===== src/pkg/i2cdw_regs.svh =====
// Constants of the two-wire DAC write slave: address, pointer and reset values.
`ifndef I2CDW_REGS_SVH
`define I2CDW_REGS_SVH

// Fixed upper five bits of the seven-bit slave address.
`define I2CDW_ADDR_FIXED    5'h15
// Read/write flag value that the slave accepts (write only).
`define I2CDW_RW_WRITE      1'h0
// Pointer byte value that selects auto-increment burst mode.
`define I2CDW_BURST_PTR     8'hFF
// Channel pointer value on reset and at the start of a burst.
`define I2CDW_CHANNEL_RST   8'h00
// Data bits per byte before the acknowledge clock.
`define I2CDW_BYTE_BITS     4'h8
// Default depth of the received word FIFO.
`define I2CDW_FIFO_DEPTH    32

`endif


===== src/pkg/i2cdw_pkg.sv =====
// Types shared by the two-wire DAC write slave and its word FIFO.
package i2cdw_pkg;

    // Receive phase, Gray coded along idle, receive, acknowledge.
    typedef enum logic [2:0] {
        I2CDW_IDLE   = 3'h0,
        I2CDW_RECV   = 3'h1,
        I2CDW_ACK    = 3'h3,
        I2CDW_IGNORE = 3'h2
    } i2cdw_state_t;

    // Meaning of the byte now being shifted in, Gray coded in byte order.
    typedef enum logic [1:0] {
        I2CDW_ROLE_ADDR = 2'h0,
        I2CDW_ROLE_PTR  = 2'h1,
        I2CDW_ROLE_HI   = 2'h3,
        I2CDW_ROLE_LO   = 2'h2
    } i2cdw_role_t;

    // One completed channel write handed to the DAC core.
    typedef struct packed {
        logic [7:0]  channel;
        logic        burst;
        logic        toggle_ok;
        logic [1:0]  reg_select;
        logic [13:0] value;
    } i2cdw_word_t;

endpackage


===== src/hw/i2cdw_fifo.sv =====
// Word FIFO with valid/ready on both sides and a registered read port.
`timescale 1ns/1ps
`include "i2cdw_regs.svh"

module i2cdw_fifo #(
    parameter int WIDTH = 26,
    parameter int DEPTH = `I2CDW_FIFO_DEPTH,
    localparam int AW   = $clog2(DEPTH)
) (
    input  wire logic             sys_clk,
    input  wire logic             rst_b,
    input  wire logic             in_valid,
    output logic                  in_ready,
    input  wire logic [WIDTH-1:0] in_data,
    output logic                  out_valid,
    input  wire logic             out_ready,
    output logic [WIDTH-1:0]      out_data
);

    localparam logic [AW:0] FULL_COUNT = (AW+1)'(DEPTH);

    logic [WIDTH-1:0] mem [DEPTH];
    logic [AW-1:0]    wr_ptr;
    logic [AW-1:0]    rd_ptr;
    logic [AW:0]      count;
    logic [AW-1:0]    next_wr_ptr;
    logic [AW-1:0]    next_rd_ptr;
    logic [AW:0]      next_count;
    logic             next_out_valid;
    logic [WIDTH-1:0] next_out_data;
    logic             push;
    logic             load;

    // Full is honest: the writer is refused once every slot is taken.
    assign in_ready = (count != FULL_COUNT);
    assign push     = in_valid & in_ready;
    // The output register refills whenever it is empty or being drained.
    assign load     = (count != '0) & (~out_valid | out_ready);

    // Pointer, count and output stage next values.
    always_comb
    begin
        next_wr_ptr    = push ? wr_ptr + 1'b1 : wr_ptr;
        next_rd_ptr    = load ? rd_ptr + 1'b1 : rd_ptr;
        next_count     = count;
        next_out_valid = out_valid;
        next_out_data  = out_data;
        if (push && !load)
        begin
            next_count = count + 1'b1;
        end
        else if (load && !push)
        begin
            next_count = count - 1'b1;
        end
        if (load)
        begin
            next_out_valid = 1'b1;
            next_out_data  = mem[rd_ptr];
        end
        else if (out_ready)
        begin
            next_out_valid = 1'b0;
        end
    end

    // Storage has no reset; only the pointers and flags need a known value.
    always_ff @(posedge sys_clk)
    begin
        if (push)
        begin
            mem[wr_ptr] <= in_data;
        end
    end

    // Registers of the pointers and output stage.
    always_ff @(posedge sys_clk or negedge rst_b)
    begin
        if (!rst_b)
        begin
            wr_ptr    <= '0;
            rd_ptr    <= '0;
            count     <= '0;
            out_valid <= 1'b0;
            out_data  <= '0;
        end
        else
        begin
            wr_ptr    <= next_wr_ptr;
            rd_ptr    <= next_rd_ptr;
            count     <= next_count;
            out_valid <= next_out_valid;
            out_data  <= next_out_data;
        end
    end

endmodule


===== src/hw/i2cdw_slave.sv =====
// Receive-only two-wire slave of a multichannel DAC, feeding a word FIFO.
`timescale 1ns/1ps
`include "i2cdw_regs.svh"

module i2cdw_slave #(
    parameter int FIFO_DEPTH = `I2CDW_FIFO_DEPTH
) (
    input  wire logic               sys_clk,
    input  wire logic               rst_b,
    input  wire logic               scl_in,
    input  wire logic               sda_in,
    output logic                    sda_out,
    output logic                    sda_oe,
    input  wire logic               addr_strap_hi,
    input  wire logic               addr_strap_lo,
    output logic                    bus_active,
    output logic                    wr_valid,
    input  wire logic               wr_ready,
    output i2cdw_pkg::i2cdw_word_t  wr_data
);

    // Pin synchronisers and the previous synchronised level for edges.
    logic       scl_meta;
    logic       scl_sync;
    logic       scl_prev;
    logic       sda_meta;
    logic       sda_sync;
    logic       sda_prev;
    logic [1:0] strap_meta;
    logic [1:0] strap_sync;
    logic       next_scl_meta;
    logic       next_scl_sync;
    logic       next_scl_prev;
    logic       next_sda_meta;
    logic       next_sda_sync;
    logic       next_sda_prev;
    logic [1:0] next_strap_meta;
    logic [1:0] next_strap_sync;

    // Bus events decoded from the synchronised lines.
    logic scl_rise;
    logic scl_fall;
    logic start_cond;
    logic stop_cond;

    // Receiver state.
    i2cdw_pkg::i2cdw_state_t state;
    i2cdw_pkg::i2cdw_state_t next_state;
    i2cdw_pkg::i2cdw_role_t  role;
    i2cdw_pkg::i2cdw_role_t  next_role;
    logic [3:0]              bit_cnt;
    logic [3:0]              next_bit_cnt;
    logic [7:0]              shreg;
    logic [7:0]              next_shreg;
    logic [7:0]              hi_byte;
    logic [7:0]              next_hi_byte;
    logic [7:0]              channel;
    logic [7:0]              next_channel;
    logic                    burst;
    logic                    next_burst;
    logic                    next_sda_oe;

    // Byte decisions and the FIFO write side.
    logic                    byte_done;
    logic                    addr_match;
    logic                    push;
    logic                    push_ready;
    i2cdw_pkg::i2cdw_word_t  push_word;

    // Every pin passes two flops before any logic; the third flop of SCL and SDA only
    // remembers the last synchronised level so edges can be found.
    always_comb
    begin
        next_scl_meta   = scl_in;
        next_scl_sync   = scl_meta;
        next_scl_prev   = scl_sync;
        next_sda_meta   = sda_in;
        next_sda_sync   = sda_meta;
        next_sda_prev   = sda_sync;
        next_strap_meta = {addr_strap_hi, addr_strap_lo};
        next_strap_sync = strap_meta;
    end

    // Lines idle high, so the SCL and SDA synchronisers reset to one; the strap ones reset to zero.
    always_ff @(posedge sys_clk or negedge rst_b)
    begin
        if (!rst_b)
        begin
            scl_meta   <= 1'b1;
            scl_sync   <= 1'b1;
            scl_prev   <= 1'b1;
            sda_meta   <= 1'b1;
            sda_sync   <= 1'b1;
            sda_prev   <= 1'b1;
            strap_meta <= 2'h0;
            strap_sync <= 2'h0;
        end
        else
        begin
            scl_meta   <= next_scl_meta;
            scl_sync   <= next_scl_sync;
            scl_prev   <= next_scl_prev;
            sda_meta   <= next_sda_meta;
            sda_sync   <= next_sda_sync;
            sda_prev   <= next_sda_prev;
            strap_meta <= next_strap_meta;
            strap_sync <= next_strap_sync;
        end
    end

    // Clock edges and the two SDA-while-SCL-high control events.  Both
    // SCL samples must be high so a clock edge is never read as control.
    assign scl_rise   = scl_sync & ~scl_prev;
    assign scl_fall   = ~scl_sync & scl_prev;
    assign start_cond = scl_sync & scl_prev & sda_prev & ~sda_sync;
    assign stop_cond  = scl_sync & scl_prev & ~sda_prev & sda_sync;

    // The eighth bit is in and SCL has fallen into the ninth period.
    assign byte_done  = (state == i2cdw_pkg::I2CDW_RECV) && scl_fall
                        && (bit_cnt == `I2CDW_BYTE_BITS);

    // Address compare; straps are read live so a board change takes effect
    // at the next address byte.
    assign addr_match = (shreg[7:3] == `I2CDW_ADDR_FIXED)
                        && (shreg[2:1] == strap_sync)
                        && (shreg[0] == `I2CDW_RW_WRITE);

    // Word assembly: first data byte is the upper half of the word.
    always_comb
    begin
        push_word.channel    = channel;
        push_word.burst      = burst;
        push_word.toggle_ok  = ~burst;
        push_word.reg_select = hi_byte[7:6];
        push_word.value      = {hi_byte[5:0], shreg};
    end

    // Receiver next values.  A start wins over everything, then a stop,
    // then the bit and acknowledge sequencing of the current phase.
    always_comb
    begin
        next_state   = state;
        next_role    = role;
        next_bit_cnt = bit_cnt;
        next_shreg   = shreg;
        next_hi_byte = hi_byte;
        next_channel = channel;
        next_burst   = burst;
        next_sda_oe  = sda_oe;
        push         = 1'b0;
        if (start_cond)
        begin
            // A repeated start needs no pass through idle.
            next_state   = i2cdw_pkg::I2CDW_RECV;
            next_role    = i2cdw_pkg::I2CDW_ROLE_ADDR;
            next_bit_cnt = 4'h0;
            next_sda_oe  = 1'b0;
            next_burst   = 1'b0;
        end
        else if (stop_cond)
        begin
            next_state  = i2cdw_pkg::I2CDW_IDLE;
            next_sda_oe = 1'b0;
            next_burst  = 1'b0;
        end
        else
        begin
            case (state)
                i2cdw_pkg::I2CDW_RECV:
                begin
                    if (scl_rise && (bit_cnt != `I2CDW_BYTE_BITS))
                    begin
                        // Sample on the rising edge, most significant first.
                        next_shreg   = {shreg[6:0], sda_sync};
                        next_bit_cnt = bit_cnt + 4'h1;
                    end
                    else if (byte_done)
                    begin
                        case (role)
                            i2cdw_pkg::I2CDW_ROLE_ADDR:
                            begin
                                if (addr_match)
                                begin
                                    next_state  = i2cdw_pkg::I2CDW_ACK;
                                    next_sda_oe = 1'b1;
                                    next_role   = i2cdw_pkg::I2CDW_ROLE_PTR;
                                end
                                else
                                begin
                                    next_state = i2cdw_pkg::I2CDW_IGNORE;
                                end
                            end
                            i2cdw_pkg::I2CDW_ROLE_PTR:
                            begin
                                next_state  = i2cdw_pkg::I2CDW_ACK;
                                next_sda_oe = 1'b1;
                                next_role   = i2cdw_pkg::I2CDW_ROLE_HI;
                                if (shreg == `I2CDW_BURST_PTR)
                                begin
                                    next_burst   = 1'b1;
                                    next_channel = `I2CDW_CHANNEL_RST;
                                end
                                else
                                begin
                                    next_burst   = 1'b0;
                                    next_channel = shreg;
                                end
                            end
                            i2cdw_pkg::I2CDW_ROLE_HI:
                            begin
                                next_state   = i2cdw_pkg::I2CDW_ACK;
                                next_sda_oe  = 1'b1;
                                next_hi_byte = shreg;
                                next_role    = i2cdw_pkg::I2CDW_ROLE_LO;
                            end
                            i2cdw_pkg::I2CDW_ROLE_LO:
                            begin
                                // A full FIFO refuses the word with a missing
                                // acknowledge, so the master repeats it.
                                if (push_ready)
                                begin
                                    push        = 1'b1;
                                    next_state  = i2cdw_pkg::I2CDW_ACK;
                                    next_sda_oe = 1'b1;
                                    if (burst)
                                    begin
                                        next_channel = channel + 8'h01;
                                        next_role    = i2cdw_pkg::I2CDW_ROLE_HI;
                                    end
                                    else
                                    begin
                                        next_role = i2cdw_pkg::I2CDW_ROLE_PTR;
                                    end
                                end
                                else
                                begin
                                    next_state = i2cdw_pkg::I2CDW_IGNORE;
                                end
                            end
                            default:
                            begin
                                next_state = i2cdw_pkg::I2CDW_IGNORE;
                            end
                        endcase
                    end
                end
                i2cdw_pkg::I2CDW_ACK:
                begin
                    // Hold SDA low until SCL falls at the end of the ninth clock.
                    if (scl_fall)
                    begin
                        next_sda_oe  = 1'b0;
                        next_state   = i2cdw_pkg::I2CDW_RECV;
                        next_bit_cnt = 4'h0;
                    end
                end
                i2cdw_pkg::I2CDW_IDLE,
                i2cdw_pkg::I2CDW_IGNORE:
                begin
                    // Only a start condition leaves idle; a start or a stop leaves ignore.
                    next_sda_oe = 1'b0;
                end
                default:
                begin
                    next_state  = i2cdw_pkg::I2CDW_IDLE;
                    next_sda_oe = 1'b0;
                end
            endcase
        end
    end

    // Receiver registers.
    always_ff @(posedge sys_clk or negedge rst_b)
    begin
        if (!rst_b)
        begin
            state   <= i2cdw_pkg::I2CDW_IDLE;
            role    <= i2cdw_pkg::I2CDW_ROLE_ADDR;
            bit_cnt <= 4'h0;
            shreg   <= 8'h00;
            hi_byte <= 8'h00;
            channel <= `I2CDW_CHANNEL_RST;
            burst   <= 1'b0;
            sda_oe  <= 1'b0;
        end
        else
        begin
            state   <= next_state;
            role    <= next_role;
            bit_cnt <= next_bit_cnt;
            shreg   <= next_shreg;
            hi_byte <= next_hi_byte;
            channel <= next_channel;
            burst   <= next_burst;
            sda_oe  <= next_sda_oe;
        end
    end

    // Open-drain data line: the slave only ever pulls low.  There is no
    // clock output at all, the master alone drives SCL.
    assign sda_out    = 1'b0;
    assign bus_active = (state != i2cdw_pkg::I2CDW_IDLE);

    // Completed writes wait here for the DAC core.
    i2cdw_fifo #(
        .WIDTH ($bits(i2cdw_pkg::i2cdw_word_t)),
        .DEPTH (FIFO_DEPTH)
    ) u_fifo (
        .sys_clk   (sys_clk),
        .rst_b     (rst_b),
        .in_valid  (push),
        .in_ready  (push_ready),
        .in_data   (push_word),
        .out_valid (wr_valid),
        .out_ready (wr_ready),
        .out_data  (wr_data)
    );

endmodule


===== config.mk =====
export PLATFORM = sky130hd
export DESIGN_NAME = i2cdw_slave
export DESIGN_NICKNAME = d
export VERILOG_FILES = /design/src/pkg/i2cdw_pkg.sv /design/src/hw/i2cdw_fifo.sv /design/src/hw/i2cdw_slave.sv
export VERILOG_INCLUDE_DIRS = /design/src /design/src/pkg
export SDC_FILE = /design/constraint.sdc
export NUM_CORES = 1
export LEC_CHECK = 0
export BUFFER_PORTS_ARGS = -buffer_cell sky130_fd_sc_hd__buf_4
export CAP_MARGIN = 20
export CORE_MARGIN = 4
export CORE_UTILIZATION = 50
export CTS_CLUSTER_SIZE = 40
export DETAILED_ROUTE_END_ITERATION = 12
export PLACE_DENSITY = 0.68
export SYNTH_ARGS = -nofsm -noshare
export SYNTH_HDL_FRONTEND = slang
export SYNTH_HIERARCHICAL = 1
export SYNTH_SLANG_ARGS = --single-unit

===== constraint.sdc =====
create_clock -name sys_clk -period 3.7 [get_ports sys_clk]
set_input_delay 0.37 -clock sys_clk [delete_from_list [all_inputs] [get_ports sys_clk]]
set_output_delay 0.37 -clock sys_clk [all_outputs]
set_load 0.05 [all_outputs]

==> impl_metrics.yaml <==
status:
  status: "completed"
layout:
  num-nets-final: 1967
  flow.area_growth_from_synthesis_pct: 15.0
  multi_input_area_um2: 8280
  insertedDiodeCount: 0
  seqCellArea_um2: 27200
  stdcell_count: 2962
  count_of_fill_cells_added_during_filler_insertion: 5006
  post_route_cells_drive_above_1_share_pct: 24.0
critical_path:
  cp_max_fo: 6
  r2r_path_end: "u_fifo/count[5]$_DFFE_PN0P_"
  timing.critical_path.max_delay_family: "compound AO/OA/AOI/OAI gates"
  cp_cell_sequence: "inv_1 > ha_1 > nand3b_1 > nor2_4 > and3_1 > inv_1 > a31oi_1 > ha_2 > inv_1 > ha_1 > a21oi_1 > a21boi_0 > o21a_1 > o2111ai_1 > o311ai_0"
  critical_path.startpoint_type: "register"
  crit_path_top_delay_cell: "sky130_fd_sc_hd__dfrtp_1"
  crit_required_ns: 4.19
  reg2reg_slack_ns: 0.26
  worst-path-buf-inv: 3
  critPathMostFrequentCell: "sky130_fd_sc_hd__inv_1"
  cp.arrival_ns: 3.93
  critical_path_class: "register to register"
  worst-r2r-cell-count: 15
  worst_r2r_startpoint: "bit_cnt[1]$_DFFE_PN0P_"
  critical_path.max_stage_delay_ns: 0.41
  timing.critical_path.to_type: "register"
timing:
  slew_viol_final: 0
  max_freq_ghz: 0.291
  sum_neg_setup_slack_ns: 0
  finalCritPeriodShare_pct: 93.0
  final_hold_violation_count: 0
  finalWorstPathRequiredPeriod_ns: 3.44
  timing.max_slew.rel_slack_pct: 28.8
  fin_worst_skew_ns: 0.0240
  timing.final.setup_violations: 0
  grt_setup_unrepaired: "false"
  worst-slew-pin-transition_ns: 1.07
power:
  pwr-share-clk_pct: 32.1
  power.density_cell_area_nw_per_um2: 687
  power.switching_fraction_pct: 30.3
  share_of_power_burned_in_combinational_logic_pct: 23.8
  ir_drop_mv: 0.756
  leakage_nw: 13.0
  total_switching_power_mw: 8.58
  intPower_mw: 19.7
  seq_power_share_pct: 44.1
die:
  design.portCount: 37
  die_area_um2: 75900
  floorplan.die.height_um: 276
  core_footprint_um2: 70500
  floorplan.initialDensity_pct: 50.8
  floorplan.rows: 97
  die_width_um: 276
detailed_routing:
  remaining_drc_errors: 0
  detail_route.vias_per_cell: 6.20
  route.detailed.wl_per_inst_um: 27.7
  drtPass1Iterations: 7
  detail_route.iter0.violations: 1947
  ant_nets: 0
  wirelength_mm: 82.1
  total_via_count_in_the_routed_design: 18400
synth:
  seq_area_frac_synth_pct: 75.9
  synth_warnings: 6
  syn-mean-instance-area_um2: 19.8
  ys_seq_elements: 919
  synthesis.instances: 1811
  synth-edff-count: 832
  synth_nets: 1833
  ys_async_sr_fraction_pct: 9.47
  netlist-cell-type-count: 70
  postSynth.topFlopCell: "sky130_fd_sc_hd__edfxtp_1"
  synth.cell_area_um2: 35800
global_route:
  first_global_vias: 18700
  gr-total-overflow: 0
  antenna_violations_before_repair: 1
  grt_use_total_pct: 22.0
  grt_start_max_net_pins: 57
  wire_length_of_the_first_global_routing_pass_mm: 122
clocking:
  root_buf_cell: "sky130_fd_sc_hd__clkbuf_16"
  cts-root-to-sink-buffers: 3
  path_clk_slew_ns: 0.06
  cts_made_buffers: 91
  cts_num_sinks: 919
  clkLatencyLatePin_ns: 0.65
  htreeDepth: 3
  clock_tree_from_tritoncts: "yes"
place:
  detailedPlacementHpwl_mm: 47.3
  placed_cells_incl_taps: 2779
  numPortBuffers: 35
  gp_routability_congestion: 0.818
job:
  cap_violations: 0
min_path:
  hold_depth: 3
  timing.hold.worst.start: "wr_ready"
  holdCritPathClass: "input pin to register"
  timing.hold.worst_endpoint: "u_fifo/out_valid$_DFFE_PN0P_"
==> worst max-delay path by stage <==
stage,start,endpoint,slack (ns),cells past startpoint
2_1_floorplan,bit_cnt[1]$_DFFE_PN0P_,u_fifo/mem[31][0]$_DFFE_PP_,0.14,10
3_3_place_gp,bit_cnt[0]$_DFFE_PN0P_,u_fifo/count[5]$_DFFE_PN0P_,0.28,15
3_5_place_dp,bit_cnt[1]$_DFFE_PN0P_,u_fifo/count[5]$_DFFE_PN0P_,0.11,15
4_1_cts,bit_cnt[1]$_DFFE_PN0P_,u_fifo/count[5]$_DFFE_PN0P_,0.09,15
5_1_grt,bit_cnt[0]$_DFFE_PN0P_,u_fifo/count[5]$_DFFE_PN0P_,0.04,15
6_report,bit_cnt[1]$_DFFE_PN0P_,u_fifo/count[5]$_DFFE_PN0P_,0.26,15
==> final cells by class <==
| cell class | instances | share of cell area, % |
|---|---|---|
| clock buffers | 126 | 6.15 |
| clock inverters | 44 | 1.04 |
| inverters | 19 | 0.173 |
| multi-input cells | 773 | 20.1 |
| flip-flops and latches | 919 | 66.0 |
| well taps | 940 | 2.86 |
| repair buffers | 141 | 3.64 |
==> registers in the layout, summed over array words and instances (netlist names), 2 cells and up <==
register / flops
u_fifo/mem: 832
u_fifo/out_data: 26
channel: 8
hi_byte: 8
shreg: 8
u_fifo/count: 6
u_fifo/rd_ptr: 5
u_fifo/wr_ptr: 5
bit_cnt: 4
next_strap_sync: 2
role: 2
state: 2
strap_sync: 2
==> per-stage QoR <==
step / area, µm² / hold slack, ns / setup WS [ns] / utilization (%) / total power, mW
floorplan: 35800 / 0.0744 / 0.144 / - / 17.1
detailed placement: 38000 / 0.337 / 0.112 / 53.9 / 19.4
CTS: 41000 / 0.0510 / 0.0852 / 58.1 / 28.5
finish: 41200 / 0.0780 / 0.261 / 58.4 / 28.3
global placement: 38000 / 0.336 / 0.280 / 53.9 / 19.3
global route: 41200 / 0.0757 / 0.0356 / 58.4 / 29.4
==> worst min-delay path, delay by kind of cell <==
| family | cells | cell delay, ns |
|---|---|---|
| simple gates | 2 | 0.22 |
| buf+inv | 1 | 0.07 |
==> logic make-up (layout without fill, tap and decap cells) <==
kind of cell    count (synthesis)  count (layout)  share of synthesized area (%)
flops                         919             919                           75.9
compound gates                255             255                           5.31
buf+inv                       119             330                           1.71
mux                           277             277                           13.3
fa+ha+maj                      15              15                          0.545
xor+xnor                       14              14                          0.343
simple gates                  211             211                           2.87
other cells                     1               1                         0.0105
==> metal layers <==
layer | GRT usage, % | share of wire (%) | vias to the layer above
li1 | - | - | 7782
met1 | 32.0 | 41 | 9707
met2 | 34.8 | 48 | 767
met3 | 4.05 | 7.9 | 117
met4 | 6.33 | 2.6 | 0
met5 | 0 | 0 | -
==> power by group through the flow <==
stage | sequential, mW | combinational [mW] | clock (mW)
2_1_floorplan | 12.8 | 4.31 | 0
3_3_place_gp | 12.7 | 6.63 | 0
3_5_place_dp | 12.7 | 6.72 | 0
4_1_cts | 12.5 | 6.76 | 9.25
5_1_grt | 12.5 | 7.20 | 9.71
6_report | 12.5 | 6.72 | 9.09
==> synthesized netlist by cell type, types with 9 or more instances <==
| master | instances | area (µm²) |
|---|---|---|
| sky130_fd_sc_hd__inv_1 | 18 | 67.6 |
| sky130_fd_sc_hd__o22ai_1 | 26 | 163 |
| sky130_fd_sc_hd__edfxtp_1 | 832 | 25000 |
| sky130_fd_sc_hd__a211oi_1 | 19 | 143 |
| sky130_fd_sc_hd__mux2_1 | 15 | 169 |
| sky130_fd_sc_hd__mux4_2 | 158 | 3560 |
| sky130_fd_sc_hd__nor3_1 | 10 | 50.1 |
| sky130_fd_sc_hd__dfrtp_1 | 81 | 2030 |
| sky130_fd_sc_hd__a22oi_1 | 53 | 398 |
| sky130_fd_sc_hd__buf_4 | 16 | 120 |
| sky130_fd_sc_hd__nand2_1 | 85 | 319 |
| sky130_fd_sc_hd__a21oi_1 | 32 | 160 |
| sky130_fd_sc_hd__clkbuf_1 | 37 | 139 |
| sky130_fd_sc_hd__nand3_1 | 17 | 85.1 |
| sky130_fd_sc_hd__ha_1 | 14 | 175 |
| sky130_fd_sc_hd__buf_6 | 9 | 101 |
| sky130_fd_sc_hd__nor2_1 | 50 | 188 |
| sky130_fd_sc_hd__a221o_1 | 30 | 300 |
| sky130_fd_sc_hd__o21ai_0 | 16 | 80.1 |
| sky130_fd_sc_hd__o221ai_1 | 39 | 342 |
| sky130_fd_sc_hd__mux2i_1 | 104 | 1040 |
| sky130_fd_sc_hd__buf_2 | 31 | 155 |
==> timing repair <==
item	CTS	global route
endpoints found under the setup margin	0	1
buffers inserted	0	3
hold buffers	5	0
hold endpoints to repair	46	0
gates resized for setup	0	3
==> layout by cell type (no fill, tap or decap), drive strengths merged, types with 32 or more instances in the layout <==
cell,instances
edfxtp,832
mux4,158
buf,136
clkbuf,126
mux2i,104
nand2,85
dfrtp,81
a22oi,53
nor2,51
o221ai,39
a21oi,32
(Power assumes the default switching activity.)
